===== src/rtl/lics_pkg.sv =====
// Purpose: shared constants, types and register map of the lithium cell charge sequencer
// Assumes: 250 MHz aclk, AXI4-Lite register access with 32-bit data
// Notes:   timer figures are nominal; a run-time scale factor stretches all of them
package lics_pkg;

  // clock and time base
  localparam int unsigned CLK_PERIOD_NS    = 4;
  localparam int unsigned BASE_TICK_US     = 62500;  // one base tick, before scaling
  localparam int unsigned BASE_TICK_CYC    = (BASE_TICK_US * 1000) / CLK_PERIOD_NS;
  localparam int unsigned HALF_SEC_PER_MIN = 120;    // scaled tick is half a second nominal

  // safety timer periods at the nominal capacitor, in minutes
  localparam int unsigned PRECON_MIN = 60;
  localparam int unsigned FAST_MIN   = 90;
  localparam int unsigned TERM_MIN   = 180;

  localparam int unsigned TMR_W = 16;
  localparam logic [TMR_W-1:0] PRECON_TICKS = TMR_W'(PRECON_MIN * HALF_SEC_PER_MIN);
  localparam logic [TMR_W-1:0] FAST_TICKS   = TMR_W'(FAST_MIN * HALF_SEC_PER_MIN);
  localparam logic [TMR_W-1:0] TERM_TICKS   = TMR_W'(TERM_MIN * HALF_SEC_PER_MIN);

  // register map, byte addresses
  localparam int unsigned ADDR_W      = 8;
  localparam logic [7:0]  ADDR_CTRL   = 8'h00;
  localparam logic [7:0]  ADDR_SCALE  = 8'h04;
  localparam logic [7:0]  ADDR_STATUS = 8'h08;

  // control register fields and reset values
  localparam int unsigned CTRL_TEMP_EN_BIT  = 0;
  localparam int unsigned CTRL_RECHG_EN_BIT = 1;
  localparam logic [1:0]  CTRL_RST          = 2'h3;
  localparam logic [7:0]  SCALE_RST         = 8'h08;  // base ticks per half second

  // status register field positions
  localparam int unsigned STAT_STATE_LSB  = 0;  // three bits
  localparam int unsigned STAT_MODE_LSB   = 3;  // two bits
  localparam int unsigned STAT_FLT_PRE    = 5;
  localparam int unsigned STAT_FLT_FAST   = 6;
  localparam int unsigned STAT_TEMP_OK    = 7;
  localparam int unsigned STAT_PIN_LEVEL  = 8;
  localparam int unsigned STAT_GATE_DRIVE = 9;

  localparam logic [1:0] RESP_OKAY   = 2'h0;
  localparam logic [1:0] RESP_SLVERR = 2'h2;

  typedef enum logic [2:0] {
    ST_OFF    = 3'h0,
    ST_QUAL   = 3'h1,
    ST_PRECON = 3'h2,
    ST_FAST   = 3'h3,
    ST_CV     = 3'h4,
    ST_DONE   = 3'h5,
    ST_FAULT  = 3'h6
  } lics_state_e;

  typedef enum logic [1:0] {
    MODE_OFF     = 2'h0,
    MODE_TRICKLE = 2'h1,  // about a tenth of the fast current
    MODE_FAST    = 2'h2,
    MODE_CV      = 2'h3
  } lics_mode_e;

  // comparator results, all synchronous to aclk, active high
  typedef struct packed {
    logic supply_ok;
    logic enable;
    logic cell_present;
    logic thermistor_sense_in_above_quarter;
    logic thermistor_sense_in_below_half;
    logic thermistor_sense_in_at_disable;
    logic cell_above_precon;
    logic cell_at_regulation;
    logic cell_below_recharge;
    logic current_below_term;
  } lics_sense_s;

endpackage


===== src/rtl/lics_charge_seq.sv =====
// Purpose: charge sequencer for a linear lithium cell charger with AXI4-Lite registers
// Assumes: comparator results arrive synchronous to aclk
// Notes:   analog regulation lives outside; this block only picks the mode
// What this block does
// RQ1: qualify supply, enable and temperature before charging
// RQ2: keep checking qualification; suspend when lost
// RQ3: status pin pulled low for whole charge
// RQ4: low cell starts with trickle charge
// RQ5: precharge timeout before threshold gives fault
// RQ6: cell above threshold moves to fast charge
// RQ7: fast charge timeout before regulation gives fault
// RQ8: regulation voltage reached switches to constant voltage
// RQ9: low current or elapsed timeout completes charge
// RQ10: completed charge restarts when cell sags
// RQ11: supply under lockout forces power-down
// RQ12: temperature valid between quarter and half reference
// RQ13: fixed thermistor level disables temperature check
// RQ14: timers one, one and half, three hours
// RQ15: precharge timer runs qualification to fast
// RQ16: fast and elapsed timers start leaving precharge
// RQ17: fast timer cleared entering constant voltage
// RQ18: elapsed timer ends charge if current stays
// RQ19: enable input terminates, starts, clears, blocks recharge
// RQ20: status off, on, or flashing per state
// RQ21: enable low disables and ends charge
// RQ22: gate drive off under supply lockout
// RQ23: timers count one common scaled tick
// RQ24: timer fault latched until enable low; the code also releases it on supply lockout
//
// Added by the designer: the AXI4-Lite slave port and the placing of the registers.
`timescale 1ns/1ps
`default_nettype none
module lics_charge_seq #(
  parameter int unsigned BASE_TICK_CYCLES = lics_pkg::BASE_TICK_CYC
) (
  input  wire logic                       aclk,
  input  wire logic                       aresetn,
  input  wire logic [lics_pkg::ADDR_W-1:0] s_axi_awaddr,
  input  wire logic                       s_axi_awvalid,
  output logic                            s_axi_awready,
  input  wire logic [31:0]                s_axi_wdata,
  input  wire logic [3:0]                 s_axi_wstrb,
  input  wire logic                       s_axi_wvalid,
  output logic                            s_axi_wready,
  output logic [1:0]                      s_axi_bresp,
  output logic                            s_axi_bvalid,
  input  wire logic                       s_axi_bready,
  input  wire logic [lics_pkg::ADDR_W-1:0] s_axi_araddr,
  input  wire logic                       s_axi_arvalid,
  output logic                            s_axi_arready,
  output logic [31:0]                     s_axi_rdata,
  output logic [1:0]                      s_axi_rresp,
  output logic                            s_axi_rvalid,
  input  wire logic                       s_axi_rready,
  input  wire lics_pkg::lics_sense_s      sense,
  output var lics_pkg::lics_mode_e        charge_mode,
  output logic                            pass_gate_drive,
  input  wire logic                       charge_status_in,
  output logic                            charge_status_out,
  output logic                            charge_status_oe
);
  import lics_pkg::*;

  lics_state_e      state_r;
  lics_state_e      state_nxt;
  lics_state_e      start_state;
  lics_mode_e       mode_nxt;
  logic [TMR_W-1:0] precon_cnt_r;
  logic [TMR_W-1:0] fast_cnt_r;
  logic [TMR_W-1:0] elapsed_cnt_r;
  logic             precon_exp;
  logic             fast_exp;
  logic             elapsed_exp;
  logic             tick;
  logic             flash_r;
  logic             status_on_nxt;
  logic             temp_ok;
  logic             qual_ok;
  logic             fault_pre_r;
  logic             fault_fast_r;
  logic [1:0]       ctrl_r;
  logic [7:0]       scale_r;
  logic             aw_hold_r;
  logic             w_hold_r;
  logic [ADDR_W-1:0] awaddr_r;
  logic [31:0]      wdata_r;
  logic [3:0]       wstrb_r;
  logic             wr_go;
  logic [31:0]      status_word;

  // one scaled time base feeds every timer and the flash
  lics_tick_gen #(
    .BASE_CYCLES (BASE_TICK_CYCLES)
  ) u_tick (
    .aclk    (aclk),
    .aresetn (aresetn),
    .scale   (scale_r),
    .tick    (tick)
  );

  // temperature window, or bypassed by the fixed disable level or by software
  assign temp_ok = sense.thermistor_sense_in_at_disable                                   // RQ13
                || !ctrl_r[CTRL_TEMP_EN_BIT]
                || (sense.thermistor_sense_in_above_quarter && sense.thermistor_sense_in_below_half);   // RQ12
  assign qual_ok = sense.supply_ok && sense.enable && temp_ok;              // RQ1

  // expiry flags; all three periods share the same tick so they scale together
  assign precon_exp  = (precon_cnt_r >= PRECON_TICKS);                      // RQ14
  assign fast_exp    = (fast_cnt_r >= FAST_TICKS);                          // RQ14
  assign elapsed_exp = (elapsed_cnt_r >= TERM_TICKS);                       // RQ14

  // a fresh cycle trickles a deep cell, otherwise goes straight to fast charge
  assign start_state = sense.cell_above_precon ? ST_FAST : ST_PRECON;       // RQ4

  // sequencer next state; supply loss and enable low override everything
  always_comb begin
    state_nxt = state_r;
    if (!sense.supply_ok || !sense.enable) begin
      state_nxt = ST_OFF;                                                   // RQ11
    end else begin
      case (state_r)
        ST_OFF: begin
          state_nxt = ST_QUAL;                                              // RQ19
        end
        ST_QUAL: begin
          if (qual_ok && sense.cell_present) begin
            state_nxt = start_state;                                        // RQ1
          end
        end
        ST_PRECON: begin
          if (!qual_ok) begin
            state_nxt = ST_QUAL;                                            // RQ2
          end else if (sense.cell_above_precon) begin
            state_nxt = ST_FAST;                                            // RQ6
          end else if (precon_exp) begin
            state_nxt = ST_FAULT;                                           // RQ5
          end
        end
        ST_FAST: begin
          if (!qual_ok) begin
            state_nxt = ST_QUAL;                                            // RQ2
          end else if (sense.cell_at_regulation) begin
            state_nxt = ST_CV;                                              // RQ8
          end else if (fast_exp) begin
            state_nxt = ST_FAULT;                                           // RQ7
          end
        end
        ST_CV: begin
          if (!qual_ok) begin
            state_nxt = ST_QUAL;                                            // RQ2
          end else if (sense.current_below_term || elapsed_exp) begin
            state_nxt = ST_DONE;                                            // RQ9 RQ18
          end
        end
        ST_DONE: begin
          // software may block the automatic restart as well as the pin
          if (ctrl_r[CTRL_RECHG_EN_BIT] && sense.cell_below_recharge && qual_ok) begin
            state_nxt = start_state;                                        // RQ10
          end
        end
        ST_FAULT: begin
          state_nxt = ST_FAULT;                                             // RQ24
        end
        default: begin
          state_nxt = ST_OFF;
        end
      endcase
    end
  end

  always_ff @(posedge aclk) begin
    if (!aresetn) begin
      state_r <= ST_OFF;
    end else begin
      state_r <= state_nxt;
    end
  end

  // precharge timer lives only in precharge, so leaving it clears it
  always_ff @(posedge aclk) begin
    if (!aresetn || state_r != ST_PRECON) begin
      precon_cnt_r <= '0;                                                   // RQ15
    end else if (tick && !precon_exp) begin
      precon_cnt_r <= precon_cnt_r + 16'h0001;                              // RQ23
    end
  end

  // fast timer: counts in fast charge only, cleared on entry to constant voltage
  always_ff @(posedge aclk) begin
    if (!aresetn || state_r != ST_FAST) begin
      fast_cnt_r <= '0;                                                     // RQ16 RQ17
    end else if (tick && !fast_exp) begin
      fast_cnt_r <= fast_cnt_r + 16'h0001;                                  // RQ23
    end
  end

  // elapsed timer spans fast charge and constant voltage
  always_ff @(posedge aclk) begin
    if (!aresetn || (state_r != ST_FAST && state_r != ST_CV)) begin
      elapsed_cnt_r <= '0;                                                  // RQ16
    end else if (tick && !elapsed_exp) begin
      elapsed_cnt_r <= elapsed_cnt_r + 16'h0001;                            // RQ18 RQ23
    end
  end

  // fault causes stay visible until the fault is released through the off state
  always_ff @(posedge aclk) begin
    if (!aresetn) begin
      fault_pre_r  <= 1'b0;
      fault_fast_r <= 1'b0;
    end else if (state_r == ST_OFF) begin
      fault_pre_r  <= 1'b0;                                                 // RQ19 RQ24
      fault_fast_r <= 1'b0;
    end else if (state_nxt == ST_FAULT && state_r != ST_FAULT) begin
      fault_pre_r  <= (state_r == ST_PRECON);
      fault_fast_r <= (state_r == ST_FAST);
    end
  end

  // mode selection follows the next state so outputs drop on the same edge
  always_comb begin
    case (state_nxt)
      ST_PRECON: mode_nxt = MODE_TRICKLE;                                   // RQ4
      ST_FAST:   mode_nxt = MODE_FAST;
      ST_CV:     mode_nxt = MODE_CV;                                        // RQ8
      default:   mode_nxt = MODE_OFF;
    endcase
  end

  always_ff @(posedge aclk) begin
    if (!aresetn) begin
      charge_mode     <= MODE_OFF;
      pass_gate_drive <= 1'b0;
    end else begin
      charge_mode     <= mode_nxt;
      pass_gate_drive <= (mode_nxt != MODE_OFF);                            // RQ22
    end
  end

  // half-period flash; stretches with the scale like the timers
  always_ff @(posedge aclk) begin
    if (!aresetn) begin
      flash_r <= 1'b0;
    end else if (tick) begin
      flash_r <= !flash_r;                                                  // RQ20 RQ23
    end
  end

  // open drain status: enable pulls the pin low, released means off
  always_comb begin
    case (state_nxt)
      ST_PRECON, ST_FAST, ST_CV: status_on_nxt = 1'b1;                      // RQ3
      ST_FAULT:                  status_on_nxt = flash_r;                   // RQ20 RQ24
      ST_QUAL:                   status_on_nxt = !temp_ok && sense.cell_present && flash_r;
      default:                   status_on_nxt = 1'b0;                      // RQ20
    endcase
  end

  always_ff @(posedge aclk) begin
    if (!aresetn) begin
      charge_status_oe  <= 1'b0;
      charge_status_out <= 1'b0;
    end else begin
      charge_status_oe  <= status_on_nxt;
      charge_status_out <= 1'b0;
    end
  end

  // write channel: address and data taken in either order, response after both
  assign s_axi_awready = !aw_hold_r && !s_axi_bvalid;
  assign s_axi_wready  = !w_hold_r && !s_axi_bvalid;
  assign wr_go         = aw_hold_r && w_hold_r && !s_axi_bvalid;

  always_ff @(posedge aclk) begin
    if (!aresetn) begin
      aw_hold_r <= 1'b0;
      w_hold_r  <= 1'b0;
      awaddr_r  <= '0;
      wdata_r   <= 32'h00000000;
      wstrb_r   <= 4'h0;
    end else begin
      if (s_axi_awvalid && s_axi_awready) begin
        aw_hold_r <= 1'b1;
        awaddr_r  <= s_axi_awaddr;
      end else if (wr_go) begin
        aw_hold_r <= 1'b0;
      end
      if (s_axi_wvalid && s_axi_wready) begin
        w_hold_r <= 1'b1;
        wdata_r  <= s_axi_wdata;
        wstrb_r  <= s_axi_wstrb;
      end else if (wr_go) begin
        w_hold_r <= 1'b0;
      end
    end
  end

  // register update and write response; only byte lane 0 carries fields
  always_ff @(posedge aclk) begin
    if (!aresetn) begin
      ctrl_r       <= CTRL_RST;
      scale_r      <= SCALE_RST;
      s_axi_bvalid <= 1'b0;
      s_axi_bresp  <= RESP_OKAY;
    end else if (wr_go) begin
      s_axi_bvalid <= 1'b1;
      s_axi_bresp  <= RESP_OKAY;
      case (awaddr_r)
        ADDR_CTRL: begin
          if (wstrb_r[0]) begin
            ctrl_r <= wdata_r[1:0];
          end
        end
        ADDR_SCALE: begin
          if (wstrb_r[0]) begin
            scale_r <= wdata_r[7:0];
          end
        end
        ADDR_STATUS: begin
          s_axi_bresp <= RESP_OKAY;  // read-only, write ignored
        end
        default: begin
          s_axi_bresp <= RESP_SLVERR;
        end
      endcase
    end else if (s_axi_bvalid && s_axi_bready) begin
      s_axi_bvalid <= 1'b0;
    end
  end

  // live state for software; the pin readback shows the wired level
  always_comb begin
    status_word                                   = 32'h00000000;
    status_word[STAT_STATE_LSB +: 3]              = state_r;
    status_word[STAT_MODE_LSB +: 2]               = charge_mode;
    status_word[STAT_FLT_PRE]                     = fault_pre_r;
    status_word[STAT_FLT_FAST]                    = fault_fast_r;
    status_word[STAT_TEMP_OK]                     = temp_ok;
    status_word[STAT_PIN_LEVEL]                   = charge_status_in;
    status_word[STAT_GATE_DRIVE]                  = pass_gate_drive;
  end

  // read channel: one read at a time, answer on the edge that takes the address
  assign s_axi_arready = !s_axi_rvalid;

  always_ff @(posedge aclk) begin
    if (!aresetn) begin
      s_axi_rvalid <= 1'b0;
      s_axi_rdata  <= 32'h00000000;
      s_axi_rresp  <= RESP_OKAY;
    end else if (s_axi_arvalid && s_axi_arready) begin
      s_axi_rvalid <= 1'b1;
      s_axi_rresp  <= RESP_OKAY;
      case (s_axi_araddr)
        ADDR_CTRL:   s_axi_rdata <= {30'h00000000, ctrl_r};
        ADDR_SCALE:  s_axi_rdata <= {24'h000000, scale_r};
        ADDR_STATUS: s_axi_rdata <= status_word;
        default: begin
          s_axi_rdata <= 32'h00000000;
          s_axi_rresp <= RESP_SLVERR;
        end
      endcase
    end else if (s_axi_rvalid && s_axi_rready) begin
      s_axi_rvalid <= 1'b0;
    end
  end
endmodule
`default_nettype wire


===== src/rtl/lics_tick_gen.sv =====
// Purpose: scaled time base for the safety timers and the status flash
// Assumes: scale of zero is taken as one
// Notes:   one pulse every base_cycles * scale clock cycles
`timescale 1ns/1ps
`default_nettype none
module lics_tick_gen #(
  parameter int unsigned BASE_CYCLES = lics_pkg::BASE_TICK_CYC
) (
  input  wire logic       aclk,
  input  wire logic       aresetn,
  input  wire logic [7:0] scale,
  output logic            tick
);
  import lics_pkg::*;

  logic [23:0] base_cnt_r;
  logic [7:0]  scale_cnt_r;
  logic        base_wrap;

  assign base_wrap = (base_cnt_r == 24'(BASE_CYCLES - 1));

  // base prescaler, free running
  always_ff @(posedge aclk) begin
    if (!aresetn || base_wrap) begin
      base_cnt_r <= 24'h000000;
    end else begin
      base_cnt_r <= base_cnt_r + 24'h000001;
    end
  end

  // the scale stands in for the timing capacitor ratio
  always_ff @(posedge aclk) begin
    if (!aresetn) begin
      scale_cnt_r <= 8'h00;
      tick        <= 1'b0;
    end else begin
      tick <= 1'b0;
      if (base_wrap) begin
        if (scale_cnt_r + 8'h01 >= scale) begin
          scale_cnt_r <= 8'h00;
          tick        <= 1'b1;
        end else begin
          scale_cnt_r <= scale_cnt_r + 8'h01;
        end
      end
    end
  end
endmodule
`default_nettype wire


===== config.mk =====
export PLATFORM = sky130hd
export DESIGN_NAME = lics_charge_seq
export DESIGN_NICKNAME = d
export VERILOG_FILES = /design/src/rtl/lics_pkg.sv /design/src/rtl/lics_charge_seq.sv /design/src/rtl/lics_tick_gen.sv
export SDC_FILE = /design/constraint.sdc
export NUM_CORES = 1
export LEC_CHECK = 0
export BUFFER_PORTS_ARGS = -buffer_cell sky130_fd_sc_hd__buf_2
export CORE_ASPECT_RATIO = 0.5
export CORE_MARGIN = 2
export CORE_UTILIZATION = 35
export DETAILED_ROUTE_END_ITERATION = 16
export GPL_TIMING_DRIVEN = 0
export PLACE_DENSITY = 0.62
export SLEW_MARGIN = 25
export SYNTH_ARGS = -nofsm -noshare
export SYNTH_HDL_FRONTEND = slang
export SYNTH_SLANG_ARGS = --single-unit

===== constraint.sdc =====
create_clock -name aclk -period 3.09 [get_ports aclk]
set_input_delay 0.4635 -clock aclk [delete_from_list [all_inputs] [get_ports aclk]]
set_output_delay 0.4635 -clock aclk [all_outputs]
set_load 0.005 [all_outputs]

## Word-level counts from Yosys, hierarchy flattened

Cells that the tools add are included.
W data, S select, Z words.

- Register bits: 158
- Latch bits: 0
- Bits in writable memories: 0
- ROM bits: 0
- Bits of input ports: 70
- Output and inout bits: 46
- Word-level logic and storage cells: 140
- Memories: 0

- Add/sub/neg operators: 5
- $mul: 0
- Divide/modulo/power cells: 0
- Magnitude comparators: 4
- Equality and inequality tests: 20
- Shift operators: 0
- Multiplexer cells: 27
- Bitwise gates (word level): 1
- Reduce and logical (&&, ||, !) cells: 58

Operators with widths:

| cell | count |
|---|---|
| $add A16 B1 Y16 const B | 3 |
| $mux W3 | 11 |
| $pmux W10 S3 | 1 |
| $add A24 B1 Y24 const B | 1 |
| $eq A24 B24 Y1 const B | 1 |
| $logic_and A1 B1 Y1 | 22 |
| $pmux W3 S7 | 1 |
| $eq A8 B3 Y1 const B | 2 |
| $eq A8 B4 Y1 const B | 2 |
| $ge A16 B13 Y1 const B | 1 |
| $ge A16 B14 Y1 const B | 1 |
| $ge A16 B15 Y1 const B | 1 |
| $logic_not A8 Y1 | 2 |
| $eq A3 B3 Y1 const B | 5 |
| $logic_not A1 Y1 | 13 |
| $eq A3 B2 Y1 const B | 4 |
| $reduce_bool A2 Y1 | 5 |
| $mux W1 | 9 |
| $reduce_or A3 Y1 | 3 |
| $add A8 B1 Y8 const B | 1 |
| $ge A8 B8 Y1 | 1 |
| $logic_or A1 B1 Y1 | 8 |
| $mux W8 | 1 |
| $eq A3 B1 Y1 const B | 2 |
| 10 further kinds | 14 |

## Logic depth before layout (Yosys ltp)

Gate-level depths: netlist of run 1.

- Depth in word-level cells: 11
- Depth in mapped cells: 10

## Modules after synthesis

Synthesis of run 1 repeated with hierarchy kept, for this count alone.

- Cell total of the unflattened synthesis: 759
- Area, all modules: 6457.4 sq um

Modules (own cells, without submodules):

| module | times used | cells an instance | area each (sq um) | sequential area each (sq um) |
|---|---|---|---|---|
| lics_charge_seq | 1 | 557 | 4718.3 | 2021.9 |
| lics_tick_gen | 1 | 202 | 1739.2 | 660.6 |

## Worst setup path after synthesis of run 1

Ideal clock, no wire load.

- Path type: register to register
- Start: register u_tick.scale_cnt_r[0]
- End: register u_tick.scale_cnt_r[5]
- Library setup time: 79 ps
- Arrival: 2371 ps
- Slack: 640 ps
- Cell stages (with the launch flop): 10
- Path buffers: 0
- Period minus slack after synthesis: 2450 ps
- Cells stage by stage: dfxtp_1 and3_1 nand3_1 xnor2_1 ha_1 a2111oi_0 nand2b_1 a21oi_1 o21ai_0 o211ai_1

- Word-level cells in the longest chain between the ends: 3

Ends and longest elaborated chain:

| element | line | RTL |
|---|---|---|
| start: declaration | lics_tick_gen.sv:17 | `logic [7:0] scale_cnt_r;` |
| start signal: assignment | lics_tick_gen.sv:43 | `scale_cnt_r <= scale_cnt_r + 8'h01;` |
| $add A8 B1 Y8 (*) | lics_tick_gen.sv:39, lics_tick_gen.sv:43 |  |
| $ge A8 B8 Y1 | lics_tick_gen.sv:39 | `if (scale_cnt_r + 8'h01 >= scale) begin` |
| $mux W8 (*) | lics_tick_gen.sv:39 |  |

Mark *: on every way between the ends. The rest lies on a longest branch, timed or not.
A chain may end at the register's enable or synchronous reset.

## Worst setup path after layout of run 1

Ends and elaborated chain as after synthesis.

==> results of run 1 <==
-- registers in the layout (all words and copies together), names as in the netlist, 2 cells and up --
signal / count
u_tick.base_cnt_r: 24
elapsed_cnt_r: 16
fast_cnt_r: 16
precon_cnt_r: 16
s_axi_rdata: 10
awaddr_r: 8
scale_r: 8
u_tick.scale_cnt_r: 8
wdata_r: 8
state_r: 3
charge_mode: 2
ctrl_r: 2
-- per-stage QoR --
stage | area, um2 | total power [mW] | cells | hold slack [ns]
floorplan | 6366 | 1.922 | 784 | 0.4175
global placement | 6974 | 1.989 | 1081 | 0.4385
detailed placement | 6974 | 1.992 | 1081 | 0.4454
CTS | 7580 | 4.052 | 1113 | 0.2148
finish | 7599 | 4.024 | 1113 | 0.2259
global route | 7599 | 4.159 | 1113 | 0.2221
-- routing by layer --
| layer | GRT usage (%) | share of wire (%) |
|---|---|---|
| met5 | 0 | 0 |
| met4 | 5.402 | 0.98 |
| met3 | 3.149 | 4.1 |
| met2 | 25.41 | 44 |
| met1 | 21.12 | 51 |
-- worst register-to-register path, cell delays in order (launching register included) --
cell,delay (ns)
dfxtp_1,0.41
and3_1,0.18
nand3_1,0.17
xnor2_1,0.18
ha_1,0.31
a2111oi_2,0.41
nand2b_1,0.11
a21oi_2,0.29
o21ai_0,0.23
o211ai_1,0.21
-- logic make-up (layout without fill, tap and decap cells) --
family	Yosys count	in the layout	synth area share, %
AO/OA/AOI/OAI	118	118	11.88
multiplexers	13	13	2.073
buffers and inverters	73	168	5.881
other	1	25	0.05975
AND/OR/NAND/NOR	349	349	26.36
flip-flops	134	134	42.74
adder cells (fa/ha/maj)	16	16	3.190
XOR/XNOR	56	56	7.815
-- cell usage in the layout, fill, tap and decap left out, types with 25 or more instances in the layout --
| cell type | Yosys | routed |
|---|---|---|
| a21oi_1 | 44 | 43 |
| buf_2 | 1 | 64 |
| buf_4 | 25 | 25 |
| conb_1 | 1 | 25 |
| dfxtp_1 | 134 | 134 |
| inv_1 | 26 | 26 |
| nand2_1 | 102 | 102 |
| nand3_1 | 30 | 30 |
| nor2_1 | 98 | 98 |
| xnor2_1 | 27 | 27 |
| xor2_1 | 29 | 29 |
-- worst paths after layout --
path | start | to | slack, ns | cells after the start
worst max-delay path | u_tick.scale_cnt_r[0] | u_tick.scale_cnt_r[5] | 0.51 | 9
worst min register to register | awaddr_r[6] | awaddr_r[6] | 0.45 | 2
worst max register to register | u_tick.scale_cnt_r[0] | u_tick.scale_cnt_r[5] | 0.51 | 9
worst min-delay path | s_axi_rready | s_axi_rvalid | 0.23 | 2
-- final cells by class --
cell class                      instances  area (um2)  area share (%)
Clock inverter                         14       176.4           2.322
Tap cell                              234       292.8           3.853
Buffer                                 46       267.8           3.524
Sequential cell                       134        2683           35.30
Multi-Input combinational cell        577        3333           43.87
Timing Repair Buffer                   63       315.3           4.150
Inverter                               27       101.3           1.334
Clock buffer                           18       429.2           5.648
-- power groups by stage --
| stage | combinational [mW] | sequential (mW) | clock (mW) |
|---|---|---|---|
| 2_1_floorplan | 0.119 | 1.80 | 0 |
| 3_3_place_gp | 0.183 | 1.81 | 0 |
| 3_5_place_dp | 0.185 | 1.81 | 0 |
| 4_1_cts | 0.186 | 1.77 | 2.10 |
| 5_1_grt | 0.211 | 1.77 | 2.18 |
| 6_report | 0.187 | 1.77 | 2.07 |
==> qor.yml, run 1 <==
power:
  irDropWorstVdd_mv: 0.3671
  pwr-share-comb_pct: 4.6
  seqPwrFrac_pct: 44.0
  swShare_pct: 22.77
  power_density_mw_per_mm2: 529.6
  p_leak_nw: 3.004
  p_sw_mw: 0.9164
  intPower_mw: 3.108
  p_clk_share_pct: 51.4
place:
  port_buffers: 63
  gp_congestion: 0.8355
  dp_hpwl_um: 10730
  post-place-ws_ns: 0.1151
synth:
  postSynthCellCount: 760
  synthTopCellsByArea: "dfxtp_1 43%, nand2_1 6.1%, nor2_1 5.9%"
  synth_edf_count: 0
  ys_warn_count: 0
  syn_area_per_cell_um2: 8.258
  yosysMostFrequentCell: "dfxtp_1"
  synth_area_mm2: 0.006276
  ys_types: 54
  netlist_top_cells_count: "134 x dfxtp_1, 102 x nand2_1, 98 x nor2_1"
  yosysTopAreaCell: "dfxtp_1"
  synth-seq-cells: 134
  yosysTopAreaCellShare_pct: 42.74
  seq_area_frac_synth_pct: 42.74
  async_reset_ff_share_pct: 0
  synth_flop_cell: "dfxtp_1"
finish:
  final_nets: 952
  final_util_pct: 43.46
  fillers: 1750
  n_antenna_cell: 0
  syn2layout_area_growth_pct: 21.07
  final_layout_size_suffix_gt1_share_pct: 15.70
critical_path:
  cp.required_ns: 3.43
  critPathLaunchType: "register"
  crit_type: "reg -> reg"
  crit_fanout: 8
  worstPathArrival_ns: 2.92
  critPathMaxStageDelay_ns: 0.41
  crit_chain: "and3_1, nand3_1, xnor2_1, ha_1, a2111oi_2, nand2b_1, a21oi_2, o21ai_0, o211ai_1"
  path_delay_family: "compound AO/OA/AOI/OAI gates"
  path_buf_inv: 0
  critical_path.slowest_cell: "dfxtp_1"
  endpoint_kind: "register"
clocking:
  clk_latency_ns: 0.42
  cts.sinks: 134
  clk_pin_slew_ns: 0.06
  root_buffer: "clkbuf_16"
  postCtsSetupBuffers: 0
  cts_tree: "built"
  ctsHoldBuffers: 0
  htreeDepth: 4
  clock_path_buffers: 2
  cts_buffers: 17
  post_cts_resized: 0
timing:
  timing.setup.tns_ns: 0
  rsz0062_at_grt: "no"
  max_slew.worst_pin.slew_ns: 0.6460
  period_minus_slack_ns: 2.577
  post-route-period-util_pct: 83.39
  skew_ns: 0.01006
  final_max_slew_viol_count: 0
  timing.fmax_mhz: 388.1
  setup_viol: 0
  hold_violations: 0
  slew-limit-headroom_pct: 56.93
  timing.final.ws_setup_ns: 0.5132
grt:
  overflow: 0
  antenna_found_initial: 0
  grt_max_degree: 17
  grt.total_usage_pct: 15.73
  grt_pass1_wl_um: 24610
  grt_pass1_vias: 5082
die:
  die_w_um: 193.4
  coreArea_mm2: 0.01748
  die_area_mm2: 0.01908
  start_util_pct: 35.90
  rows: 34
  die_h_um: 98.69
  ios: 116
route:
  postRouteAntennaNets: 0
  drc: 0
  dr.pass1.iters: 4
  routed_wl_um: 14550
  vias: 5410
  drtIter0Drc: 312
  wl_per_cell_um: 13.08
  vias_per_cell: 4.861
outcome:
  outcome: "complete, no violations"
run:
  max_cap_violations: 0
hold_path:
  hp-class: "in -> reg"
No activity file was read; power rests on OpenSTA's default activity.
==> run 2, diff against run 1 <==
- PLACE_DENSITY: 0.62 -> 0.64
- clock period: 3.09 -> 2.3 ns (I/O delays scaled with it)
==> qor.yml, run 2 (same netlist as run 1, synthesis figures left out) <==
hold_path:
  hp-start: "s_axi_rready"
  hp-class: "in -> reg"
critical_path:
  crit_type: "reg -> reg"
  critical_path.slowest_cell: "or4_4"
  path_delay_family: "simple AND/OR/NAND/NOR gates"
  cp.required_ns: 2.65
  crit_chain: "or4_4, o21ai_2, a2111oi_2, a211o_1, or4_1, nand4_1"
  path_buf_inv: 0
  critPathLaunchType: "register"
  crit_fanout: 7
  worstPathArrival_ns: 2.54
  endpoint_kind: "register"
  reg2reg_from: "precon_cnt_r[7]"
  crit_start: "precon_cnt_r[7]"
  critPathMaxStageDelay_ns: 0.53
timing:
  timing.fmax_mhz: 456.5
  hold_violations: 0
  timing.final.ws_setup_ns: 0.1092
  setup_viol: 0
  skew_ns: 0.01402
  period_minus_slack_ns: 2.191
  post-route-period-util_pct: 95.25
  final_max_slew_viol_count: 0
  max_slew.worst_pin.slew_ns: 0.6111
  slew-limit-headroom_pct: 59.26
power:
  swShare_pct: 22.17
  p_leak_nw: 3.060
  irDropWorstVdd_mv: 0.4708
  p_sw_mw: 1.230
  seqPwrFrac_pct: 42.8
  power_density_mw_per_mm2: 713.9
  fin_total_pwr_mw: 5.550
  intPower_mw: 4.320
  p_clk_share_pct: 52.6
  pwr-share-comb_pct: 4.5
clocking:
  cts_tree: "built"
  clk_latency_ns: 0.42
  root_buffer: "clkbuf_16"
  cts_buffers: 17
  clock_path_buffers: 2
  cts.sinks: 134
  clk_pin_slew_ns: 0.06
  htreeDepth: 4
place:
  port_buffers: 63
  gp_congestion: 0.8382
  dp_hpwl_um: 10770
  post-place-ws_ns: -0.3867
route:
  vias: 5427
  drc: 0
  vias_per_cell: 4.863
  routed_wl_um: 14660
  drtIter0Drc: 246
  postRouteAntennaNets: 0
  dr.pass1.iters: 5
  wl_per_cell_um: 13.14
die:
  die_w_um: 193.4
  rows: 34
  start_util_pct: 35.90
  ios: 116
  die_h_um: 98.69
  die_area_mm2: 0.01908
  coreArea_mm2: 0.01748
finish:
  largest_register_ffs: 24
  final_cell_mix: "131 x dfxtp_1, 102 x nand2_1, 97 x nor2_1"
  syn2layout_area_growth_pct: 23.88
  final_common_cell: "dfxtp_1"
  final_layout_size_suffix_gt1_share_pct: 18.03
  top_register: "u_tick.base_cnt_r"
  final_nets: 955
  fillers: 1731
  n_antenna_cell: 0
run:
  max_cap_violations: 0
grt:
  grt.total_usage_pct: 15.46
  grt_pass1_wl_um: 24380
  grt_pass1_vias: 5135
  antenna_found_initial: 0
  grt_max_degree: 17
  overflow: 0
outcome:
  outcome: "complete, no violations"
[run 2: final cells by class]
type,instances,area (um2),share of cell area [%]
Inverter,27,101.3,1.304
Clock inverter,13,195.2,2.510
Timing Repair Buffer,67,349.1,4.490
Sequential cell,134,2689,34.58
Buffer,45,266.5,3.428
Clock buffer,19,442.9,5.697
Multi-Input combinational cell,577,3438,44.22
Tap cell,234,292.8,3.766
[run 2: per-stage QoR]
step | TNS, ns | area (um2) | std cells | hold WS [ns] | utilization [%]
after floorplan | 0 | 6371 | 784 | 0.4175 | -
after global routing | -0.05273 | 7775 | 1116 | 0.1039 | 44.47
final | 0 | 7775 | 1116 | 0.1133 | 44.47
after detailed placement | -2.901 | 6979 | 1081 | 0.4453 | 39.92
after global placement | -2.313 | 6979 | 1081 | 0.4333 | 39.92
after CTS | 0 | 7692 | 1116 | 0.09747 | 44.00
[run 2: path summary, 6_finish.rpt]
path / depth (start not counted) / endpoint / slack (ns)
worst min register to register: 2 / elapsed_cnt_r[15] / 0.45
worst max register to register: 6 / charge_status_oe / 0.11
worst max-delay path: 6 / charge_status_oe / 0.11
worst min-delay path: 2 / s_axi_rvalid / 0.11
[run 2: layer usage]
layer	wire, um	part of all wire [%]	global-route usage, %	up-vias
met5	0	0	0	-
met2	6584	45	25.63	103
li1	-	-	-	2804
met1	7430	51	20.59	2508
met3	515	3.5	2.841	12
met4	130	0.89	4.815	0
[run 2: timing repair]
item                                    CTS  global route
endpoints found under the setup margin   13            38
hold buffers                              0             0
buffers inserted                          3             1
cloned                                    0             0
resized for setup                        11            19
pin swaps                                 2             5
[run 2: power groups by stage]
stage	Clock [mW]	Sequential [mW]	Combinational (mW)
2_1_floorplan	0	2.42	0.160
3_3_place_gp	0	2.43	0.247
6_report	2.92	2.38	0.252
5_1_grt	3.07	2.38	0.284
4_1_cts	2.97	2.38	0.252
3_5_place_dp	0	2.43	0.249
